$ cat config.mk
export PLATFORM = sky130hd
export DESIGN_NAME = ipw_irq_wake
export DESIGN_NICKNAME = d
export VERILOG_FILES = /design/src/ipw_pkg.sv /design/src/ipw_irq_wake.sv
export VERILOG_INCLUDE_DIRS = /design/src /design/src/src
export SDC_FILE = /design/constraint.sdc
export NUM_CORES = 1
export LEC_CHECK = 0
export BUFFER_PORTS_ARGS = -buffer_cell sky130_fd_sc_hd__buf_2
export CORE_ASPECT_RATIO = 1.4
export CORE_MARGIN = 8
export CORE_UTILIZATION = 45
export DETAILED_ROUTE_END_ITERATION = 8
export GPL_TIMING_DRIVEN = 0
export MAX_ROUTING_LAYER = met4
export PLACE_DENSITY_LB_ADDON = 0.25
export SYNTH_ARGS = -nofsm -noshare
export SYNTH_HDL_FRONTEND = slang
export SYNTH_SLANG_ARGS = --single-unit
$ cat constraint.sdc
create_clock -name clk -period 3.7 [get_ports clk]
set_input_delay 0.555 -clock clk [delete_from_list [all_inputs] [get_ports clk]]
set_output_delay 0.555 -clock clk [all_outputs]
set_load 0.1 [all_outputs]
$ cat src/ipw_params.svh
// Offsets, field positions, reset values and timing counts of the interrupt pulse block.
// Assumes a 40 MHz system clock and a 32-bit APB register bus.
`ifndef IPW_PARAMS_SVH
`define IPW_PARAMS_SVH

// ==========================================================================
// Register offsets (byte addresses)
`define IPW_OFF_MAIN_STAT 12'h000
`define IPW_OFF_MAIN_CLR 12'h004
`define IPW_OFF_MAIN_MASK 12'h008
`define IPW_OFF_FS_STAT 12'h00c
`define IPW_OFF_FS_CLR 12'h010
`define IPW_OFF_FS_MASK 12'h014
`define IPW_OFF_CTRL 12'h018
`define IPW_OFF_WAKE 12'h01c
`define IPW_OFF_IRQ_STAT 12'h020
`define IPW_OFF_IRQ_CLR 12'h024
`define IPW_OFF_IRQ_EN 12'h028

// ==========================================================================
// Field positions
`define IPW_CTRL_STANDBY 0
`define IPW_WAKE_ONE 0
`define IPW_WAKE_TWO 1
`define IPW_WAKE_BIAS 2
`define IPW_WAKE_PULSE 3
`define IPW_EV_PULSE 0
`define IPW_EV_WAKE 1
`define IPW_EV_BIAS_OFF 2

// ==========================================================================
// Reset values
`define IPW_MAIN_MASK_RST 23'h000000
`define IPW_FS_MASK_RST 12'h000

// ==========================================================================
// Timing, clock rate in kHz, times in ns
`define IPW_CLK_KHZ 40000
`define IPW_PULSE_NS 100000
`define IPW_FILT_NS 70000
// Scaled in steps so the product stays inside a 32-bit integer
`define IPW_PULSE_CYC (((`IPW_PULSE_NS / 1000) * `IPW_CLK_KHZ) / 1000)
`define IPW_FILT_CYC (((`IPW_FILT_NS / 1000) * `IPW_CLK_KHZ) / 1000)

`endif

$ cat src/ipw_pkg.sv
// Types shared by the interrupt pulse and wake input block.
// Assumes nothing of its surroundings.
package ipw_pkg;
  typedef enum logic [1:0] {
    IPW_IDLE,
    IPW_PULSE
  } ipw_state_e;
endpackage

$ cat src/ipw_irq_wake.sv
// Interrupt aggregation, open-drain pulse output and wake input filtering.
// Assumes event inputs are one-cycle pulses synchronous to clk, and wake levels are
// already compared against the digital and analog thresholds outside.
`timescale 1ns/1ps
`include "ipw_params.svh"

// Behaviour
// - An unmasked event drives the interrupt pin low for one pulse, otherwise it is released.
// - The low pulse lasts 100 us nominal, within 90 to 110 us.
// - Every source has its own inhibit bit that suppresses its pulse.
// - Main sources are supply 7 V, high and low, backup high, both wake transitions, bus error.
// - Regulator events: pre-regulator overcurrent and voltage, step-downs and linears thermal and overcurrent, step-up thermal and voltage.
// - Fail-safe sources are fault pair, two fault inputs, error monitor and rail monitors.
// - Watchdog wrong data and wrong timing are two separate interrupts.
// - Wake inputs are level based: above high gives one, below low gives zero.
// - Each wake input is filtered for 70 us before its state changes.
// - Either wake input above the high threshold starts internal biasing.
// - Both wake inputs below the analog low threshold stop biasing only in Standby.
module ipw_irq_wake #(
  parameter int PULSE_CYC = `IPW_PULSE_CYC,
  parameter int FILT_CYC = `IPW_FILT_CYC
) (
  input wire logic clk,
  input wire logic rst_b,
  input wire logic psel,
  input wire logic penable,
  input wire logic pwrite,
  input wire logic [11:0] paddr,
  input wire logic [31:0] pwdata,
  output logic [31:0] prdata,
  output logic pready,
  output logic pslverr,
  input wire logic supply_under_seven_volt,
  input wire logic supply_under_high,
  input wire logic supply_under_low,
  input wire logic backup_supply_under_high,
  input wire logic prereg_overcurrent,
  input wire logic prereg_overvoltage,
  input wire logic prereg_under_high,
  input wire logic stepdown_one_thermal,
  input wire logic stepdown_one_overcurrent,
  input wire logic stepdown_two_thermal,
  input wire logic stepdown_two_overcurrent,
  input wire logic stepdown_three_thermal,
  input wire logic stepdown_three_overcurrent,
  input wire logic stepup_thermal,
  input wire logic stepup_overvoltage,
  input wire logic stepup_under_high,
  input wire logic linear_one_thermal,
  input wire logic linear_one_overcurrent,
  input wire logic linear_two_thermal,
  input wire logic linear_two_overcurrent,
  input wire logic bus_comm_error,
  input wire logic fault_pair_bistable_error,
  input wire logic fault_input_one_error,
  input wire logic fault_input_two_error,
  input wire logic external_error_monitor,
  input wire logic core_rail_overvoltage,
  input wire logic core_rail_undervoltage,
  input wire logic io_supply_overvoltage,
  input wire logic io_supply_undervoltage,
  input wire logic voltage_monitor_overvoltage,
  input wire logic voltage_monitor_undervoltage,
  input wire logic watchdog_wrong_data,
  input wire logic watchdog_wrong_timing,
  input wire logic wake_one_above_high,
  input wire logic wake_one_below_low,
  input wire logic wake_one_below_analog,
  input wire logic wake_two_above_high,
  input wire logic wake_two_below_low,
  input wire logic wake_two_below_analog,
  output logic irq_out_n_o,
  output logic irq_out_n_oe,
  output logic wake_input_one,
  output logic wake_input_two,
  output logic bias_on,
  output logic irq
);

  // ==========================================================================
  // State
  typedef struct packed {
    ipw_pkg::ipw_state_e st;
    logic [15:0] pcnt;
    logic [15:0] fcnt1;
    logic [15:0] fcnt2;
    logic wk1;
    logic wk2;
    logic bias;
    logic [22:0] mstat;
    logic [22:0] mmask;
    logic [11:0] fstat;
    logic [11:0] fmask;
    logic standby;
    logic [2:0] istat;
    logic [2:0] ien;
    logic [31:0] rdata;
    logic ready;
    logic err;
    logic pin_oe;
    logic irq;
  } ipw_regs_s;

  ipw_regs_s q_r;
  ipw_regs_s q_nxt;

  // Filter one wake input: state follows a valid level only after it stands FILT_CYC cycles
  function automatic logic [16:0] wake_filt(input logic st, input logic hi, input logic lo,
                                            input logic [15:0] cnt);
    logic want;
    logic valid;
    want = hi;
    valid = (hi && !st) || (lo && st);
    if (!valid) begin
      wake_filt = {st, 16'h0000};
    end else if (cnt >= 16'(FILT_CYC - 1)) begin
      wake_filt = {want, 16'h0000};
    end else begin
      wake_filt = {st, 16'(cnt + 16'h0001)};
    end
  endfunction

  logic [22:0] main_ev;
  logic [11:0] fs_ev;
  logic wk1_tr;
  logic wk2_tr;
  logic [16:0] f1;
  logic [16:0] f2;
  logic wr;
  logic rd;

  // ==========================================================================
  // Next state
  always_comb begin
    q_nxt = q_r;
    f1 = wake_filt(q_r.wk1, wake_one_above_high, wake_one_below_low, q_r.fcnt1);
    f2 = wake_filt(q_r.wk2, wake_two_above_high, wake_two_below_low, q_r.fcnt2);
    q_nxt.wk1 = f1[16];
    q_nxt.fcnt1 = f1[15:0];
    q_nxt.wk2 = f2[16];
    q_nxt.fcnt2 = f2[15:0];
    wk1_tr = f1[16] != q_r.wk1;
    wk2_tr = f2[16] != q_r.wk2;
    main_ev = {bus_comm_error, wk2_tr, wk1_tr, linear_two_overcurrent, linear_two_thermal,
               linear_one_overcurrent, linear_one_thermal, stepup_under_high,
               stepup_overvoltage, stepup_thermal, stepdown_three_overcurrent,
               stepdown_three_thermal, stepdown_two_overcurrent, stepdown_two_thermal,
               stepdown_one_overcurrent, stepdown_one_thermal, prereg_under_high,
               prereg_overvoltage, prereg_overcurrent, backup_supply_under_high,
               supply_under_low, supply_under_high, supply_under_seven_volt};
    fs_ev = {watchdog_wrong_timing, watchdog_wrong_data, voltage_monitor_undervoltage,
             voltage_monitor_overvoltage, io_supply_undervoltage, io_supply_overvoltage,
             core_rail_undervoltage, core_rail_overvoltage, external_error_monitor,
             fault_input_two_error, fault_input_one_error, fault_pair_bistable_error};

    // APB access, one wait state
    wr = psel && penable && pwrite && !q_r.ready;
    rd = psel && penable && !pwrite && !q_r.ready;
    q_nxt.ready = psel && penable && !q_r.ready;
    q_nxt.err = 1'b0;
    q_nxt.rdata = 32'h0000_0000;
    if (wr) begin
      case (paddr)
        `IPW_OFF_MAIN_CLR: q_nxt.mstat = q_r.mstat & ~pwdata[22:0];
        `IPW_OFF_MAIN_MASK: q_nxt.mmask = pwdata[22:0];
        `IPW_OFF_FS_CLR: q_nxt.fstat = q_r.fstat & ~pwdata[11:0];
        `IPW_OFF_FS_MASK: q_nxt.fmask = pwdata[11:0];
        `IPW_OFF_CTRL: q_nxt.standby = pwdata[`IPW_CTRL_STANDBY];
        `IPW_OFF_IRQ_CLR: q_nxt.istat = q_r.istat & ~pwdata[2:0];
        `IPW_OFF_IRQ_EN: q_nxt.ien = pwdata[2:0];
        default: q_nxt.err = 1'b1;
      endcase
    end
    if (rd) begin
      case (paddr)
        `IPW_OFF_MAIN_STAT: q_nxt.rdata = {9'h000, q_r.mstat};
        `IPW_OFF_MAIN_MASK: q_nxt.rdata = {9'h000, q_r.mmask};
        `IPW_OFF_FS_STAT: q_nxt.rdata = {20'h00000, q_r.fstat};
        `IPW_OFF_FS_MASK: q_nxt.rdata = {20'h00000, q_r.fmask};
        `IPW_OFF_CTRL: q_nxt.rdata = {31'h0, q_r.standby};
        `IPW_OFF_WAKE: q_nxt.rdata = {28'h0, q_r.pin_oe, q_r.bias, q_r.wk2, q_r.wk1};
        `IPW_OFF_IRQ_STAT: q_nxt.rdata = {29'h0, q_r.istat};
        `IPW_OFF_IRQ_EN: q_nxt.rdata = {29'h0, q_r.ien};
        default: q_nxt.err = 1'b1;
      endcase
    end

    // Bias control, after the clear so a same-cycle bias-off event wins
    if ((wake_one_above_high || wake_two_above_high) && !q_r.bias) begin
      q_nxt.bias = 1'b1;
    end else if (wake_one_below_analog && wake_two_below_analog && q_r.standby && q_r.bias) begin
      q_nxt.bias = 1'b0;
      q_nxt.istat[`IPW_EV_BIAS_OFF] = 1'b1;
    end

    // Sources latch after any clear so a same-cycle event wins
    q_nxt.mstat = q_nxt.mstat | main_ev;
    q_nxt.fstat = q_nxt.fstat | fs_ev;
    if (wk1_tr || wk2_tr) begin
      q_nxt.istat[`IPW_EV_WAKE] = 1'b1;
    end

    // Pulse generator, counts raw oscillator cycles
    case (q_r.st)
      ipw_pkg::IPW_IDLE: begin
        if (|(main_ev & ~q_r.mmask) || |(fs_ev & ~q_r.fmask)) begin
          q_nxt.st = ipw_pkg::IPW_PULSE;
          q_nxt.pin_oe = 1'b1;
          q_nxt.pcnt = 16'h0000;
          q_nxt.istat[`IPW_EV_PULSE] = 1'b1;
        end
      end
      ipw_pkg::IPW_PULSE: begin
        if (q_r.pcnt >= 16'(PULSE_CYC - 1)) begin
          q_nxt.st = ipw_pkg::IPW_IDLE;
          q_nxt.pin_oe = 1'b0;
        end else begin
          q_nxt.pcnt = q_r.pcnt + 16'h0001;
        end
      end
      default: begin
        q_nxt.st = ipw_pkg::IPW_IDLE;
        q_nxt.pin_oe = 1'b0;
      end
    endcase
    q_nxt.irq = |(q_nxt.istat & q_nxt.ien);
  end

  // ==========================================================================
  // Registers
  always_ff @(posedge clk or negedge rst_b) begin
    if (!rst_b) begin
      q_r <= '0;
      q_r.st <= ipw_pkg::IPW_IDLE;
      q_r.mmask <= `IPW_MAIN_MASK_RST;
      q_r.fmask <= `IPW_FS_MASK_RST;
    end else begin
      q_r <= q_nxt;
    end
  end

  assign prdata = q_r.rdata;
  assign pready = q_r.ready;
  assign pslverr = q_r.err;
  assign irq_out_n_o = 1'b0;
  assign irq_out_n_oe = q_r.pin_oe;
  assign wake_input_one = q_r.wk1;
  assign wake_input_two = q_r.wk2;
  assign bias_on = q_r.bias;
  assign irq = q_r.irq;

endmodule

### Yosys cells after proc, flatten, opt, wreduce, memory -nomap -nowiden

Index checks and enable logic that the tools add are counted.

* flip-flop bits (word level): 166
* input bits: 88
* logic and storage cells: 125

* add/subtract/negate cells: 3
* order comparisons: 3
* eq/ne operators: 16
* muxes and demuxes: 33
* bitwise operators: 13
* reductions and logical operators: 38

Operators by type and width (number)
* 23-bit one-hot mux with 8 select lines: 1
* 77-bit 2-to-1 mux: 1
* 23-bit 2-to-1 mux: 3
* 17-bit 2-to-1 mux: 4
* 16-bit by 1-bit adder with 16-bit output, second input constant: 3
* 12-bit by 5-bit equality test with 1-bit output, second input constant: 4
* 16-bit by 12-bit >= comparator with 1-bit output, second input constant: 3
* 23-bit bitwise AND: 2
* 23-bit inverter: 2
* 12-bit by 6-bit equality test with 1-bit output, second input constant: 3
* 16-bit one-hot mux with 2 select lines: 1
* 12-bit bitwise AND: 2
* 12-bit by 4-bit equality test with 1-bit output, second input constant: 2
* 12-bit 2-to-1 mux: 2
* 12-bit inverter: 2
* 23-bit OR: 1
* 23-bit OR reduction: 1
* 18-bit 2-to-1 mux: 1
* 16-bit 2-to-1 mux: 1
* 1-bit logical AND: 14
* 1-bit 2-to-1 mux: 14
* 12-bit by 3-bit equality test with 1-bit output, second input constant: 1
* 12-bit zero test: 1
* 12-bit OR: 1
* 19 further kinds: 36

### Longest topological paths before layout

* word-level depth: 12
* depth in mapped cells: 9
* mapped depth without buffers: 7

### Worst setup path after synthesis

Ideal clock, no wire load.

* path type: flip-flop to flip-flop
* start: register q_r (netlist bit pready)
* end: register q_r (netlist bit irq)
* library setup time: 126 ps
* arrival time: 2428 ps
* data required time: 3574 ps
* slack: 1146 ps
* cell stages (with the launch flop): 8
* cells stage by stage: dfrtp_1 > and4b_1 > buf_2 > nand2_1 > nor3_1 > mux2_2 > a21boi_0 > a221o_1

RTL lines
* start: declaration: line ipw_irq_wake.sv:104 `ipw_regs_s q_r;`
* start signal: assignment: line ipw_irq_wake.sv:238 `q_r <= q_nxt;`

### Final worst setup path

* start: register q_r[84] (netlist bit)
* end: register q_r[152] (netlist bit)

* cells in the longest elaborated chain, start to end: 6

RTL lines
* 23-bit inverter: line ipw_irq_wake.sv:206 `if (|(main_ev & ~q_r.mmask) || |(fs_ev & ~q_r.fmask)) begin`
* 23-bit bitwise AND: line ipw_irq_wake.sv:206
* 23-bit OR reduction: line ipw_irq_wake.sv:206
* 1-bit logical OR: line ipw_irq_wake.sv:206
* 2-bit inequality test (no source line)
* 3-bit AND reduction (no source line)

Every way passes these cells.
A chain may end at the register's enable or synchronous reset.

==> impl_metrics.env <==
export IMPL_floorplan_core_area_um2=15610
export IMPL_critical_path_launch_point="q_r[84]$_DFFE_PN0P_"
export IMPL_grt_start_max_net_pins=90
export IMPL_timing_hold_worst_class="in -> async"
export IMPL_setup_tns_final_ns=0
export IMPL_globalplace_congestion=0.8905
export IMPL_multiInputGateArea_um2=2909
export IMPL_post_route_drc_count=0
export IMPL_fin_cells=1019
export IMPL_cp_slowest_cell="sky130_fd_sc_hd__a2111oi_0"
export IMPL_rsz0062_at_grt="no"
export IMPL_clock_root_buffer="sky130_fd_sc_hd__clkbuf_16"
export IMPL_total_leakage_power_nw=3.817
export IMPL_final_setup_viol_count=0
export IMPL_placedCellCount=985
export IMPL_fp_dieArea_um2=20290
export IMPL_nNetsFinal=899
export IMPL_synth_warning_count=0
export IMPL_syn_to_final_growth_pct=20.62
export IMPL_synth_area_top_cells="sky130_fd_sc_hd__dfrtp_1 54%, sky130_fd_sc_hd__mux2_2 6.6%, sky130_fd_sc_hd__a21o_1 3.6%"
export IMPL_port_buffers=107
export IMPL_r2r_start="q_r[84]$_DFFE_PN0P_"
export IMPL_die_width_um=122.7
export IMPL_std_cell_rows=54
export IMPL_arrival_ns=2.94
export IMPL_post_cts_repair_setup_buffers=0
export IMPL_floorplan_initialDensity_pct=45.94
export IMPL_share_of_async_settable_or_async_resettable_flops_after_synthesis_pct=100.0
export IMPL_flip_flop_and_latch_count_after_synthesis=155
export IMPL_worst_hold_slack_ns=0.1254
export IMPL_finalInstanceArea_um2=8650
export IMPL_post_place_ws_ns=0.7670
export IMPL_io_pins=128
export IMPL_grt_antenna_before_repair=2
export IMPL_clk_transition_reported_paths_ns=0.06
export IMPL_detailedRoute_firstIterationViolations=348
export IMPL_sequential_cell_area_um2=3879
export IMPL_cts_buffers=17
export IMPL_tightestPinTransition_ns=0.9996
export IMPL_synth_ff_type="sky130_fd_sc_hd__dfrtp_1"
export IMPL_first_global_vias=5829
export IMPL_viasPerCell=5.341
export IMPL_cap_violations=0
export IMPL_final_hold_violation_count=0
export IMPL_power_density_nw_per_um2=425.1
export IMPL_slowest_delay_ns=0.87
export IMPL_totalWireLength_mm=18.34
export IMPL_clock_path_buffers=2
export IMPL_die_y_um=165.4
export IMPL_end_kind="register"
export IMPL_placed_area_um2=8049
export IMPL_htreeDepth=4
export IMPL_post_cts_hold_buffer_count=0
export IMPL_worstSkewPairLatency_ns=0.42
export IMPL_r2r_setup_slack_ns=1.10
export IMPL_outcome="complete, no violations"
export IMPL_cts_tree="built"
export IMPL_detailed_place_hpwl_mm=13.57
export IMPL_path_class="reg -> reg"
export IMPL_drt_antenna_violating_nets=0
export IMPL_grt_first_pass_wirelength_mm=29.86
export IMPL_worstPathMaxFanout=10
export IMPL_count_of_flip_flops_with_a_built_in_enable_after_synthesis=0
export IMPL_nFillCells=1380
export IMPL_post_route_period_util_pct=70.22
export IMPL_synth_adder_area_share_pct=0.5235
export IMPL_globalRouteOverflowTotal=0
export IMPL_vias=5442
export IMPL_synth_area_um2=7171
export IMPL_ir_drop_worst_case_vdd_mv=0.3111
export IMPL_seq_area_frac_synth_pct=54.09
export IMPL_firstDrtPassIters=4
export IMPL_post_synth_cell_area_avg_um2=10.80
export IMPL_synth_most_common_cell="sky130_fd_sc_hd__dfrtp_1"
export IMPL_synth_compound_area_share_pct=12.42
export IMPL_timing_critical_path_from_type="register"
export IMPL_most_frequent_cells_after_synthesis="155 x sky130_fd_sc_hd__dfrtp_1, 68 x sky130_fd_sc_hd__nand2_1, 63 x sky130_fd_sc_hd__nor2_1"
export IMPL_synth_distinct_cells=57
export IMPL_synth_top_cell_area_share_pct=54.09
export IMPL_max_slew_margin_rel_pct=31.64
export IMPL_max_freq_mhz=384.9
export IMPL_yosys_area_share_xor_xnor_pct=3.298
export IMPL_post_synth_and_or_nand_nor_area_fraction_pct=16.51
export IMPL_syn_instance_count=664
export IMPL_worstPathCellList="nor2b_1 > a2111oi_0 > nand4_1 > nor4_2 > a21oi_2 > buf_2 > nor2_1"
export IMPL_global_route_total_usage_across_every_layer_pct=19.67
export IMPL_fin_crit_ns=2.598
export IMPL_final_critical_path_setup_slack_ns=1.102
export IMPL_synthDominantAreaCellType="sky130_fd_sc_hd__dfrtp_1"
export IMPL_report_final_slew_viol_count=0
export IMPL_required_ns=4.04
export IMPL_numClockSinks=155
export IMPL_cts_resized_gates=0
export IMPL_yosys_mux_area_fraction_pct=6.875
export IMPL_final_layout_size_suffix_gt1_share_pct=28.75
export IMPL_detail_route_wl_per_cell_um=17.99
export IMPL_worst_clock_skew_ns=0.006807
export IMPL_largest_family_of_logic_cells_by_synthesized_area="simple AND/OR/NAND/NOR gates"
[flip-flops by register name, indices dropped and copies added (netlist names)]
name,flops
wake_input_one,1
q_r,125
pready,1
wake_input_two,1
prdata,23
irq_out_n_oe,1
irq,1
pslverr,1
bias_on,1
[worst max-delay path: cells and delay by family, from the launching register on]
family / cells / cell delay, ns
flops: 1 / 0.37
compound gates: 2 / 1.07
simple gates: 4 / 0.85
buf+inv: 1 / 0.23
[layout by cell type (no fill, tap or decap), types with 8 or more instances in the layout]
cell / instances
sky130_fd_sc_hd__nor2b_1: 28
sky130_fd_sc_hd__o21ai_0: 11
sky130_fd_sc_hd__a22oi_1: 34
sky130_fd_sc_hd__nand2_1: 68
sky130_fd_sc_hd__nand2b_1: 10
sky130_fd_sc_hd__clkbuf_16: 17
sky130_fd_sc_hd__buf_4: 34
sky130_fd_sc_hd__xnor2_1: 15
sky130_fd_sc_hd__inv_1: 17
sky130_fd_sc_hd__dfrtp_1: 155
sky130_fd_sc_hd__buf_2: 113
sky130_fd_sc_hd__clkbuf_1: 10
sky130_fd_sc_hd__nand4_1: 10
sky130_fd_sc_hd__nor2_1: 63
sky130_fd_sc_hd__nor3_1: 8
sky130_fd_sc_hd__mux2_2: 42
sky130_fd_sc_hd__xor2_1: 12
sky130_fd_sc_hd__nand3_1: 18
sky130_fd_sc_hd__conb_1: 18
sky130_fd_sc_hd__a21o_1: 34
sky130_fd_sc_hd__a21oi_1: 19
[layer usage]
layer | vias to the layer above | track usage, % | share of wire [%]
li1 | 2560 | - | -
met1 | 2695 | 21.80 | 40
met2 | 155 | 33.53 | 53
met3 | 32 | 4.593 | 5.6
met4 | 0 | 7.727 | 2.1
met5 | - | - | 0
[path summary, 6_finish.rpt]
kind | to | depth (start not counted)
max reg2reg | q_r[152]$_DFFE_PN0P_ | 7
max in group asynchronous | q_r[154]$_DFFE_PN0P_ | 2
min in group clk | q_r[99]$_DFF_PN0_ | 2
min | q_r[71]$_DFFE_PN0P_ | 1
max | q_r[152]$_DFFE_PN0P_ | 7
min reg2reg | q_r[132]$_DFF_PN0_ | 1
[per-stage QoR]
step	utilization [%]	total power [mW]
finish	55.42	3.677
global route	55.42	3.798
CTS	55.39	3.707
detailed placement	51.57	1.979
global placement	51.35	1.971
floorplan	-	1.859
[report_power, final]
part	total, mW	switching (mW)	internal [mW]	leakage, nW
clock network	1.73	0.699	1.03	0.278
registers	1.71	0.00507	1.70	1.92
logic	0.238	0.171	0.0668	1.62
[cell families after synthesis]
group / count (synthesis)
buf+inv: 72
compound gates: 127
other cells: 1
xor+xnor: 27
fa+ha+maj: 3
mux: 44
simple gates: 235
flops: 155
[final cells by class]
cell class                 count  area share (%)
tap                          196           2.835
multi-input combinational    454           33.63
inverter                      17          0.7377
clock buffer                  19           5.237
clock inverter                13           1.649
sequential                   155           44.84
buffer                        55           4.426
timing repair buffer         108           6.582
antenna                        2         0.05786
Note: power is estimated with default switching activity, not from simulation.
